<file path="config.mk">
export PLATFORM = sky130hd
export DESIGN_NAME = acr_bank
export DESIGN_NICKNAME = d
export VERILOG_FILES = /design/src/hdl/acr_pkg.sv /design/src/hdl/acr_bank.sv
export SDC_FILE = /design/constraint.sdc
export NUM_CORES = 1
export LEC_CHECK = 0
export ABC_CLOCK_PERIOD_IN_PS = 3500
export BUFFER_PORTS_ARGS = -buffer_cell sky130_fd_sc_hd__buf_2
export CAP_MARGIN = 20
export CORE_ASPECT_RATIO = 1.2
export CORE_MARGIN = 2
export CORE_UTILIZATION = 55
export CTS_BUF_LIST = sky130_fd_sc_hd__clkbuf_8 sky130_fd_sc_hd__clkbuf_16
export DETAILED_ROUTE_END_ITERATION = 7
export HOLD_SLACK_MARGIN = 0.06
export PLACE_DENSITY = 0.74
export SKIP_CTS_REPAIR_TIMING = 1
export SYNTH_ARGS = -nofsm -noshare
export SYNTH_HDL_FRONTEND = slang
export SYNTH_SLANG_ARGS = --single-unit
</file>
<file path="constraint.sdc">
create_clock -name core_clk -period 3.5 [get_ports core_clk]
set_input_delay 0.175 -clock core_clk [delete_from_list [all_inputs] [get_ports core_clk]]
set_output_delay 0.175 -clock core_clk [all_outputs]
set_load 0.02 [all_outputs]
</file>
<file path="src/hdl/acr_pkg.sv">
// constants and types of the analog control register bank
package acr_pkg;
  // ****************************************
  // bus and register map (register indices)
  // ****************************************
  localparam int ADDR_W = 16;
  localparam int DATA_W = 32;
  localparam logic [15:0] BANK_FIRST_IDX = 16'h2858;
  localparam logic [15:0] BANK_LAST_IDX = 16'h2868;
  localparam logic [15:0] GAIN_IDX = 16'h2858;
  localparam logic [15:0] INTEG_IDX = 16'h285A;
  localparam logic [15:0] BATT_IDX = 16'h285C;
  localparam logic [15:0] KEEP_DEFAULT_IDX = 16'h285F;
  localparam int BANK_DEPTH = 17;
  localparam int OFF_W = 5;
  // ****************************************
  // reset values and writable masks
  // ****************************************
  localparam logic [7:0] GAIN_RESET = 8'h00;
  localparam logic [7:0] INTEG_RESET = 8'h00;
  localparam logic [7:0] BATT_RESET = 8'h00;
  localparam logic [7:0] OTHER_RESET = 8'h00;
  localparam logic [7:0] GAIN_MASK = 8'h7F;
  localparam logic [7:0] INTEG_MASK = 8'h0F;
  localparam logic [7:0] BATT_MASK = 8'h09;
  localparam logic [7:0] FULL_MASK = 8'hFF;
  // ****************************************
  // field positions
  // ****************************************
  localparam int VGAIN_BIT = 6;
  localparam int BGAIN_LSB = 3;
  localparam int AGAIN_LSB = 0;
  localparam int INT_M_BIT = 3;
  localparam int INT_U_BIT = 2;
  localparam int INT_B_BIT = 1;
  localparam int INT_A_BIT = 0;
  localparam int BIAS_BIT = 3;
  localparam int DISCH_BIT = 0;
  // ****************************************
  // types
  // ****************************************
  typedef enum logic [1:0] {ACR_DUTY_QUARTER, ACR_DUTY_SIXTH, ACR_DUTY_EIGHTH} acr_duty_t;
  typedef struct packed {
    logic voltage_channel_gain_sel;
    logic [2:0] current_b_gain_sel;
    logic [2:0] current_a_gain_sel;
  } acr_gain_t;
  typedef struct packed {
    logic multifunction_integrator_reset;
    logic voltage_integrator_reset;
    logic current_b_integrator_reset;
    logic current_a_integrator_reset;
  } acr_integ_t;
endpackage : acr_pkg

</file>
<file path="src/hdl/acr_bank.sv">
// apb register bank for analog gain, integrator reset, lcd bias and battery discharge
//
// Added by the designer: the APB interface to the registers.
`timescale 1ns/1ps
// Functional notes
// - bank decodes indices 0x2858 to 0x2868, read/write
// - every reset source restores all defaults
// - bit 6 picks voltage gain x1/x2
// - bits 5:3 pick channel B gain
// - bits 2:0 pick channel A gain
// - integrator reset bits for M, U, B, A
// - eighth duty: bit 3 picks quarter bias
// - quarter or sixth duty: always third bias
// - bit 0 enables battery discharge
module acr_bank (
  input wire logic core_clk,
  input wire logic srst,
  input wire logic psel,
  input wire logic penable,
  input wire logic pwrite,
  input wire logic [acr_pkg::ADDR_W-1:0] paddr,
  input wire logic [acr_pkg::DATA_W-1:0] pwdata,
  input wire logic [3:0] pstrb,
  output logic [acr_pkg::DATA_W-1:0] prdata,
  output logic pready,
  output logic pslverr,
  input wire logic power_on_reset,
  input wire logic brown_out_reset,
  input wire logic external_reset_pin_n,
  input wire logic watchdog_reset,
  input wire acr_pkg::acr_duty_t lcd_duty_mode,
  output acr_pkg::acr_gain_t gain_sel,
  output logic [2:0] current_a_gain_log2,
  output logic [2:0] current_b_gain_log2,
  output acr_pkg::acr_integ_t integ_reset,
  output logic display_bias_quarter,
  output logic battery_discharge_enable
);

  // ****************************************
  // functions
  // ****************************************
  // gain code to log2 of the factor: x1, x4, x8, x16, x32
  function automatic logic [2:0] gain_log2(input logic [2:0] code);
    logic [2:0] res;
    res = 3'h5;
    case (code)
      3'h0: res = 3'h0;
      3'h1: res = 3'h2;
      3'h2: res = 3'h3;
      3'h3: res = 3'h4;
      default: res = 3'h5;
    endcase
    return res;
  endfunction : gain_log2

  function automatic logic [acr_pkg::OFF_W-1:0] bank_off(input logic [15:0] idx);
    logic [15:0] diff;
    diff = idx - acr_pkg::BANK_FIRST_IDX;
    return diff[acr_pkg::OFF_W-1:0];
  endfunction : bank_off

  // writable bits of each location
  function automatic logic [7:0] wr_mask(input logic [acr_pkg::OFF_W-1:0] off);
    logic [7:0] m;
    m = acr_pkg::FULL_MASK;
    if (off == bank_off(acr_pkg::GAIN_IDX)) begin
      m = acr_pkg::GAIN_MASK;
    end else if (off == bank_off(acr_pkg::INTEG_IDX)) begin
      m = acr_pkg::INTEG_MASK;
    end else if (off == bank_off(acr_pkg::BATT_IDX)) begin
      m = acr_pkg::BATT_MASK;
    end
    return m;
  endfunction : wr_mask

  // ****************************************
  // reset source synchronisers
  // ****************************************
  logic [3:0] rst_meta_reg;
  logic [3:0] rst_sync_reg;
  logic bank_rst;

  always_ff @(posedge core_clk) begin
    if (srst) begin
      rst_meta_reg <= 4'h0;
      rst_sync_reg <= 4'h0;
    end else begin
      rst_meta_reg <= {power_on_reset, brown_out_reset, ~external_reset_pin_n, watchdog_reset};
      rst_sync_reg <= rst_meta_reg;
    end
  end

  assign bank_rst = srst | (|rst_sync_reg);

  // ****************************************
  // apb decode and answer
  // ****************************************
  logic [15:0] idx;
  logic hit;
  logic [acr_pkg::OFF_W-1:0] off;
  logic wr_fire;
  logic [acr_pkg::DATA_W-1:0] prdata_reg;
  logic [acr_pkg::DATA_W-1:0] prdata_next;
  logic pready_reg;
  logic pready_next;
  logic pslverr_reg;
  logic pslverr_next;
  logic [7:0] mem_reg [acr_pkg::BANK_DEPTH];
  logic [7:0] mem_next [acr_pkg::BANK_DEPTH];

  assign idx = {2'h0, paddr[15:2]};
  assign hit = (paddr[1:0] == 2'h0) && (idx >= acr_pkg::BANK_FIRST_IDX)
               && (idx <= acr_pkg::BANK_LAST_IDX);
  assign off = bank_off(idx);
  assign wr_fire = psel & penable & pready_reg & pwrite & hit & pstrb[0];

  always_comb begin
    pready_next = psel & ~penable;
    pslverr_next = psel & ~penable & ~hit;
    prdata_next = '0;
    if (psel && !penable && hit && !pwrite) begin
      prdata_next = {24'h0, mem_reg[off]};
    end
  end

  always_ff @(posedge core_clk) begin
    if (srst) begin
      pready_reg <= 1'b0;
      pslverr_reg <= 1'b0;
      prdata_reg <= '0;
    end else begin
      pready_reg <= pready_next;
      pslverr_reg <= pslverr_next;
      prdata_reg <= prdata_next;
    end
  end

  assign pready = pready_reg;
  assign pslverr = pslverr_reg;
  assign prdata = prdata_reg;

  // ****************************************
  // register storage
  // ****************************************
  always_comb begin
    for (int i = 0; i < acr_pkg::BANK_DEPTH; i++) begin
      mem_next[i] = mem_reg[i];
    end
    if (wr_fire) begin
      mem_next[off] = pwdata[7:0] & wr_mask(off);
    end
  end

  // 0x285F is stored like any byte and holds its default unless written
  always_ff @(posedge core_clk) begin
    if (bank_rst) begin
      for (int i = 0; i < acr_pkg::BANK_DEPTH; i++) begin
        mem_reg[i] <= acr_pkg::OTHER_RESET;
      end
      mem_reg[bank_off(acr_pkg::GAIN_IDX)] <= acr_pkg::GAIN_RESET;
      mem_reg[bank_off(acr_pkg::INTEG_IDX)] <= acr_pkg::INTEG_RESET;
      mem_reg[bank_off(acr_pkg::BATT_IDX)] <= acr_pkg::BATT_RESET;
    end else begin
      for (int i = 0; i < acr_pkg::BANK_DEPTH; i++) begin
        mem_reg[i] <= mem_next[i];
      end
    end
  end

  // ****************************************
  // analog control outputs
  // ****************************************
  logic [7:0] gain_byte;
  logic [7:0] integ_byte;
  logic [7:0] batt_byte;
  acr_pkg::acr_gain_t gain_sel_reg;
  acr_pkg::acr_gain_t gain_sel_next;
  logic [2:0] a_log2_reg;
  logic [2:0] a_log2_next;
  logic [2:0] b_log2_reg;
  logic [2:0] b_log2_next;
  acr_pkg::acr_integ_t integ_reg;
  acr_pkg::acr_integ_t integ_next;
  logic bias_reg;
  logic bias_next;
  logic disch_reg;
  logic disch_next;

  assign gain_byte = mem_next[bank_off(acr_pkg::GAIN_IDX)];
  assign integ_byte = mem_next[bank_off(acr_pkg::INTEG_IDX)];
  assign batt_byte = mem_next[bank_off(acr_pkg::BATT_IDX)];

  always_comb begin
    gain_sel_next.voltage_channel_gain_sel = gain_byte[acr_pkg::VGAIN_BIT];
    gain_sel_next.current_b_gain_sel = gain_byte[acr_pkg::BGAIN_LSB +: 3];
    gain_sel_next.current_a_gain_sel = gain_byte[acr_pkg::AGAIN_LSB +: 3];
    b_log2_next = gain_log2(gain_byte[acr_pkg::BGAIN_LSB +: 3]);
    a_log2_next = gain_log2(gain_byte[acr_pkg::AGAIN_LSB +: 3]);
    // stored levels, so a reset stays asserted until cleared
    integ_next.multifunction_integrator_reset = integ_byte[acr_pkg::INT_M_BIT];
    integ_next.voltage_integrator_reset = integ_byte[acr_pkg::INT_U_BIT];
    integ_next.current_b_integrator_reset = integ_byte[acr_pkg::INT_B_BIT];
    integ_next.current_a_integrator_reset = integ_byte[acr_pkg::INT_A_BIT];
    bias_next = 1'b0;
    if (lcd_duty_mode == acr_pkg::ACR_DUTY_EIGHTH) begin
      bias_next = batt_byte[acr_pkg::BIAS_BIT];
    end
    disch_next = batt_byte[acr_pkg::DISCH_BIT];
  end

  always_ff @(posedge core_clk) begin
    if (bank_rst) begin
      gain_sel_reg <= '0;
      a_log2_reg <= 3'h0;
      b_log2_reg <= 3'h0;
      integ_reg <= '0;
      bias_reg <= 1'b0;
      disch_reg <= 1'b0;
    end else begin
      gain_sel_reg <= gain_sel_next;
      a_log2_reg <= a_log2_next;
      b_log2_reg <= b_log2_next;
      integ_reg <= integ_next;
      bias_reg <= bias_next;
      disch_reg <= disch_next;
    end
  end

  assign gain_sel = gain_sel_reg;
  assign current_a_gain_log2 = a_log2_reg;
  assign current_b_gain_log2 = b_log2_reg;
  assign integ_reset = integ_reg;
  assign display_bias_quarter = bias_reg;
  assign battery_discharge_enable = disch_reg;

  // ****************************************
  // assertions
  // ****************************************
  a_range_error: assert property (@(posedge core_clk) disable iff (srst)
    (psel && !penable) |=> (pready && (pslverr == !$past(hit))))
    else $error("error answer does not match address range");

  a_reset_defaults: assert property (@(posedge core_clk)
    $past(bank_rst) |-> (gain_sel == '0 && integ_reset == '0 && !battery_discharge_enable
      && !display_bias_quarter))
    else $error("outputs not at default after reset");

  a_reserved_zero: assert property (@(posedge core_clk) disable iff (bank_rst)
    (psel && !penable && !pwrite && hit && idx == acr_pkg::BATT_IDX)
      |=> (prdata[7:0] & ~acr_pkg::BATT_MASK) == 8'h00)
    else $error("reserved bits read nonzero");

  a_volt_gain: assert property (@(posedge core_clk) disable iff (bank_rst)
    (wr_fire && idx == acr_pkg::GAIN_IDX)
      |=> gain_sel.voltage_channel_gain_sel == $past(pwdata[6]))
    else $error("voltage gain select not written");

  a_b_gain_top: assert property (@(posedge core_clk) disable iff (bank_rst)
    gain_sel.current_b_gain_sel[2] |-> current_b_gain_log2 == 3'h5)
    else $error("channel B gain not x32");

  a_a_gain_map: assert property (@(posedge core_clk) disable iff (bank_rst)
    (wr_fire && idx == acr_pkg::GAIN_IDX && pwdata[2:0] == 3'h1)
      |=> (current_a_gain_log2 == 3'h2 && gain_sel.current_a_gain_sel == 3'h1))
    else $error("channel A gain x4 not selected");

  a_integ_write: assert property (@(posedge core_clk) disable iff (bank_rst)
    (wr_fire && idx == acr_pkg::INTEG_IDX) |=> integ_reset == $past(pwdata[3:0]))
    else $error("integrator resets not written");

  a_integ_hold: assert property (@(posedge core_clk) disable iff (bank_rst)
    (integ_reset.voltage_integrator_reset && !(wr_fire && idx == acr_pkg::INTEG_IDX))
      |=> integ_reset.voltage_integrator_reset)
    else $error("integrator reset dropped without write");

  a_bias_eighth: assert property (@(posedge core_clk) disable iff (bank_rst)
    ##1 ($past(lcd_duty_mode) == acr_pkg::ACR_DUTY_EIGHTH)
      |-> display_bias_quarter == mem_reg[bank_off(acr_pkg::BATT_IDX)][3])
    else $error("bias select not applied in eighth duty");

  a_bias_third: assert property (@(posedge core_clk) disable iff (bank_rst)
    (lcd_duty_mode != acr_pkg::ACR_DUTY_EIGHTH) |=> !display_bias_quarter)
    else $error("quarter bias outside eighth duty");

  a_discharge: assert property (@(posedge core_clk) disable iff (bank_rst)
    (wr_fire && idx == acr_pkg::BATT_IDX) |=> battery_discharge_enable == $past(pwdata[0]))
    else $error("discharge enable not written");

  a_gain_write: assert property (@(posedge core_clk) disable iff (bank_rst)
    (wr_fire && idx == acr_pkg::GAIN_IDX) |=> gain_sel == $past(pwdata[6:0]))
    else $error("gain selects not written");

  a_integ_keep: assert property (@(posedge core_clk) disable iff (bank_rst)
    !(wr_fire && idx == acr_pkg::INTEG_IDX) |=> $stable(integ_reset))
    else $error("integrator resets changed without write");

  a_err_nodata: assert property (@(posedge core_clk) disable iff (srst)
    (psel && !penable && !hit) |=> (pslverr && prdata == '0))
    else $error("unmapped access answered with data");

  a_ready_single: assert property (@(posedge core_clk) disable iff (srst)
    (psel && penable && pready) |=> !pready)
    else $error("ready held past one access cycle");

endmodule : acr_bank

</file>
==> results of run 1 <==
metrics by stage:
stage               setup WS [ns]  area, um2  std cells  power (uW)   util
detailed placement          0.871       7520        901        2120  0.591
CTS                          1.23       8100        932        3920  0.636
global placement            0.892       7520        901        2110  0.591
finish                      0.924       8200        942        3910  0.644
floorplan                    1.40       7280        738        2060      -
global route                0.801       8200        942        4020  0.644
cells in the final DEF, fill, tap and decap left out, drive strengths merged, types with 2 or more instances in the layout:
cell type / synthesis / final
dfxtp: 161 / 161
mux2i: 98 / 98
buf: 45 / 83
nand2: 74 / 74
nor2: 71 / 71
o21ai: 44 / 44
nand3: 39 / 39
mux4: 32 / 32
conb: 1 / 24
clkbuf: 39 / 17
a22oi: 16 / 16
nand4: 16 / 16
nor2b: 12 / 12
dlygate4sd3: 0 / 10
inv: 6 / 9
a22o: 8 / 8
a21oi: 6 / 6
xnor2: 4 / 4
clkinv: 0 / 4
clkinvlp: 0 / 4
and2: 4 / 4
nor4: 4 / 4
nor3: 3 / 3
nand2b: 3 / 3
ha: 3 / 3
bufinv: 0 / 3
or3: 3 / 3
o31a: 2 / 2
and3: 2 / 2
a211oi: 2 / 2
nor4b: 2 / 2
worst max-delay path: stages:
cell and delay, ns:
buf_2 0.27, or4b_1 0.60, a211oi_1 0.41, nand4_1 0.16, buf_4 0.23, mux2i_1 0.18, nor4b_1 0.30, dlygate4sd3_1 0.60
routing by layer:
layer | up-vias | GRT usage | part of all wire
met1 | 2725 | 0.322 | 0.40
met2 | 207 | 0.458 | 0.52
met5 | - | 0 | 0
met3 | 37 | 0.0488 | 0.056
met4 | 0 | 0.106 | 0.027
li1 | 2592 | - | -
logic make-up after synthesis:
| kind of cell | synth area share |
|---|---|
| muxes | 0.236 |
| DFF | 0.448 |
| AOI/OAI and AO/OA | 0.0765 |
| and+or+nand+nor | 0.163 |
| other | 0.000521 |
| buffers and inverters | 0.0657 |
| xor gates and xnor gates | 0.00487 |
| adders and majority gates | 0.00522 |
worst min-delay path by stage:
stage	cells after the start	slack [ns]	endpoint
2_1_floorplan	1	0.24	rst_meta_reg[1]
3_3_place_gp	2	0.33	rst_meta_reg[1]
3_5_place_dp	2	0.34	display_bias_quarter
4_1_cts	2	-0.10	display_bias_quarter
5_1_grt	3	0.07	pready
6_report	3	0.04	pready
area by class of cell:
| class | count | share of cell area |
|---|---|---|
| sequential | 161 | 0.393 |
| clock buffer | 17 | 0.0519 |
| multi-input combinational | 487 | 0.438 |
| tap | 164 | 0.0250 |
| timing repair buffer | 93 | 0.0702 |
| inverter | 6 | 0.00275 |
| clock inverter | 14 | 0.0185 |
report_power, final:
| part | internal (uW) | total (uW) | switching (uW) |
|---|---|---|---|
| Sequential | 1840 | 1840 | 1.32 |
| Combinational | 68.1 | 246 | 178 |
| Clock | 1100 | 1830 | 726 |
==> impl_metrics.csv, run 1 <==
group,metric,value,unit
outcome,status,"completed",
routing,first_pass_iters,5,
timing,rsz0062_at_grt,"no",
logic_synthesis,synth_cell_types,50,
layout,fillCellCount,1013,
setup_path,crit_path_start_kind,"input port",
timing,period_share,0.736,
setup_path,reg2reg_slack,1.11,ns
logic_synthesis,synth_seq_area_share,0.448,
clock_network,clock_path_buffers,2,
placement,dp_hpwl,11.9,mm
hold_path,min-delay-start,"psel",
clock_network,tritoncts,"yes",
routing,ant_nets,0,
setup_path,required,3.86,ns
layout,diodes,0,
routing,avgViaCountPerCell,5.90,
setup_path,worst-r2r-cell-count,7,
clock_network,cts_sinks,161,
timing,tightest_slew,0.815,ns
setup_path,cp_max_fo,17,
layout,drive_gt1_frac,0.203,
logic_synthesis,yosys_warnings,0,
timing,finalHoldViolations,0,
logic_synthesis,syn_area_per_cell,10.1,um2
floorplanning,start_util,0.566,
routing,dr_total_vias,5561,
floorplanning,die-area,14000,um2
logic_synthesis,synthCells,715,
timing,clock.fmax,0.388,GHz
grt,grt_use_total,0.264,
floorplanning,die_w,108,um
layout,layout.nets,832,
routing,wl_per_cell,18.8,um
placement,place.gp.congestion,0.804,
layout,seqCellArea,3220,um2
clock_network,htreeDepth,4,
grt,grt_pass1_wl,28.0,mm
routing,drt_first_iter_violations,319,
setup_path,worst_setup_path_end_kind,"flop",
layout,areaGrowthSynthToFinish,13.9,%
setup_path,reg2reg_from,"pready",
grt,grt_pass1_vias,5351,
routing,wl,17.7,mm
floorplanning,rows,45,
logic_synthesis,yosysMostFrequentCell,"dfxtp_1",
logic_synthesis,synth_top_area_frac,0.448,
clock_network,numCtsBuffers,17,
logic_synthesis,synth_area,7200,um2
routing,drc_errors,0,
floorplanning,core_area,12700,um2
floorplanning,ios,116,
grt,grt_max_degree,58,
clock_network,root_buffer,"clkbuf_16",
logic_synthesis,synth_edf_count,0,
logic_synthesis,synth_seq_cells,161,
timing,setup_viol,0,
logic_synthesis,synth.area.top_cells,"dfxtp_1 (45%), mux2i_1 (14%), mux4_2 (10%)",
setup_path,criticalPathCategory,"input port to flop",
layout,largest_reg_flops,132,
logic_synthesis,synthArstFlopShare,0,
logic_synthesis,ys.flop_type,"dfxtp_1",
logic_synthesis,netlist_top_cells_count,"dfxtp_1 (161), mux2i_1 (98), nand2_1 (74), nor2_1 (71), o21ai_0 (43)",
power_and_ir_drop,leakage,0.00384,uW
placement,io_buffer_count,64,
clock_network,insertion_delay,0.42,ns
power_and_ir_drop,irDropWorstVdd,0.205,mV
setup_path,r2r_end,"display_bias_quarter",
grt,grt.overflow.total,0,
clock_network,path_clk_slew,0.06,ns
setup_path,worstSetupEndpoint,"display_bias_quarter",
setup_path,cp_data_arrival_time,2.94,ns
timing,slew_viol_final,0,
timing,slew_headroom,0.455,
timing,finalClockSkew,0.00715,ns
layout,multiInputGateArea,3590,um2
power_and_ir_drop,cellPowerDensity,477,nW/um2
logic_synthesis,synth_top_area_cell,"dfxtp_1",
timing,period_minus_slack,2.58,ns
hold_path,hold_class,"input port to flop",
flow_run,maxCapViolCount,0,
grt,antenna_found_initial,0,
setup_path,critPathLaunch,"paddr[2]",
floorplanning,fp.dieH,129,um
timing,holdWs,0.0356,ns
timing,tns,0,ns
No activity file was read; power rests on OpenSTA's default activity.
==> inputs of run 2 (changes only) <==
Settings changed: ABC_CLOCK_PERIOD_IN_PS 3500 to 2650.
Clock period 3.5 ns to 2.65 ns, I/O delays scaled along.
==> impl_metrics.csv, run 2 (same netlist as run 1, synthesis figures left out) <==
group,metric,value,unit
routing,avgViaCountPerCell,5.87,
timing,clock.fmax,0.411,GHz
power_and_ir_drop,leakage,0.00387,uW
timing,setup_viol,0,
layout,areaGrowthSynthToFinish,14.7,%
timing,period_share,0.918,
clock_network,cts_sinks,161,
floorplanning,ios,116,
timing,finalHoldViolations,0,
timing,rsz0062_at_grt,"no",
routing,wl_per_cell,18.6,um
setup_path,required,3.01,ns
layout,final_common_cell,"dfxtp_1",
floorplanning,die_w,108,um
setup_path,crit_family,"simple AND/OR/NAND/NOR gates",
timing,period_minus_slack,2.43,ns
setup_path,path_buf_inv,3,
setup_path,criticalPathCategory,"input port to flop",
routing,drc_errors,0,
layout,final_cell_mix,"dfxtp_1 (161), mux2i_1 (98), nand2_1 (73), nor2_1 (71), buf_2 (64)",
timing,slew_headroom,0.422,
routing,drt_first_iter_violations,334,
setup_path,cp_data_arrival_time,2.79,ns
setup_path,crit_chain,"buf_2, inv_1, ha_1, or4b_1, a211oi_1, nand4_1, mux2i_1, nor4b_1, dlygate4sd3_1",
power_and_ir_drop,irDropWorstVdd,0.331,mV
clock_network,path_clk_slew,0.06,ns
layout,final_cells,952,
placement,io_buffer_count,64,
power_and_ir_drop,power.total,5020,uW
grt,grt.overflow.total,0,
floorplanning,core_area,12700,um2
placement,place.gp.congestion,0.875,
setup_path,cp_max_fo,5,
grt,grt_max_degree,71,
grt,grt_use_total,0.263,
clock_network,htreeDepth,4,
routing,dr_total_vias,5586,
setup_path,worst_setup_path_end_kind,"flop",
timing,finalClockSkew,0.00725,ns
clock_network,tritoncts,"yes",
outcome,status,"completed",
placement,placed_cells,907,
clock_network,numCtsBuffers,17,
timing,tightest_slew,0.864,ns
routing,wl,17.7,mm
clock_network,clock_path_buffers,2,
floorplanning,fp.dieH,129,um
setup_path,crit_path_start_kind,"input port",
grt,grt_pass1_vias,5415,
flow_run,maxCapViolCount,0,
layout,fillCellCount,1023,
grt,antenna_found_initial,1,
setup_path,cpMaxStageDelayCell,"dlygate4sd3_1",
layout,largest_reg_flops,132,
layout,drive_gt1_frac,0.211,
layout,layout.nets,840,
floorplanning,start_util,0.566,
routing,ant_nets,0,
floorplanning,rows,45,
floorplanning,die-area,14000,um2
grt,grt_pass1_wl,27.8,mm
power_and_ir_drop,cellPowerDensity,609,nW/um2
timing,tns,0,ns
clock_network,root_buffer,"clkbuf_16",
routing,first_pass_iters,5,
hold_path,hold_class,"input port to flop",
clock_network,insertion_delay,0.42,ns
setup_path,cpPeakStageDelay,0.59,ns
placement,dp_hpwl,11.9,mm
timing,slew_viol_final,0,
[run 2: cell count changes in the layout (fill, tap and decap cells not counted), sizes merged]
cell | before | now
clkbuf | 17 | 22
bufinv | 3 | 0
buf | 83 | 89
diode | 0 | 1
inv | 9 | 8
dlygate4sd3 | 10 | 12
[run 2: area by class of cell]
type                       count  area [um2]  area share
timing repair buffer         101         653      0.0791
clock inverter                10        61.3     0.00743
multi-input combinational    487        3590       0.435
sequential                   161        3220       0.390
antenna                        1        2.50    0.000303
tap                          164         205      0.0249
inverter                       6        22.5     0.00273
clock buffer                  22         494      0.0599
[run 2: where the power goes]
group | switching, uW | leakage, uW | internal, uW | total (uW)
clock | 951 | 0.000273 | 1310 | 2260
sequential | 1.84 | 0.00130 | 2430 | 2430
combinational | 236 | 0.00230 | 96.0 | 332
total | 1190 | 0.00387 | 3830 | 5020
[run 2: metal layers]
layer / GRT usage / up-vias / share of wire
li1: - / 2604 / -
met1: 0.328 / 2728 / 0.40
met2: 0.438 / 219 / 0.50
met3: 0.0589 / 35 / 0.073
met4: 0.112 / 0 / 0.027
met5: 0 / - / 0
[run 2: per-stage QoR]
step	hold WS, ns	area, um2	util	setup WS [ns]
global route	0.114	8250	0.648	0.179
CTS	-0.143	8130	0.639	0.530
global placement	0.291	7580	0.595	0.289
finish	0.0806	8250	0.649	0.218
floorplan	0.199	7280	-	0.593
detailed placement	0.294	7580	0.595	0.237
[run 2: path summary, 6_finish.rpt]
check | cells past startpoint | to | slack (ns) | startpoint
setup reg to reg | 6 | display_bias_quarter | 0.39 | pready
hold / removal | 4 | pready | 0.08 | penable
setup / recovery | 9 | display_bias_quarter | 0.22 | paddr[6]
hold reg to reg | 1 | rst_sync_reg[0] | 0.44 | rst_meta_reg[0]
[run 2: worst register-to-register path: cells and delay by family (launching register included)]
| kind | cells | cell delay, ns |
|---|---|---|
| muxes | 1 | 0.20 |
| AOI/OAI and AO/OA | 1 | 0.42 |
| buffers and inverters | 1 | 0.59 |
| DFF | 1 | 0.32 |
| and+or+nand+nor | 3 | 0.67 |
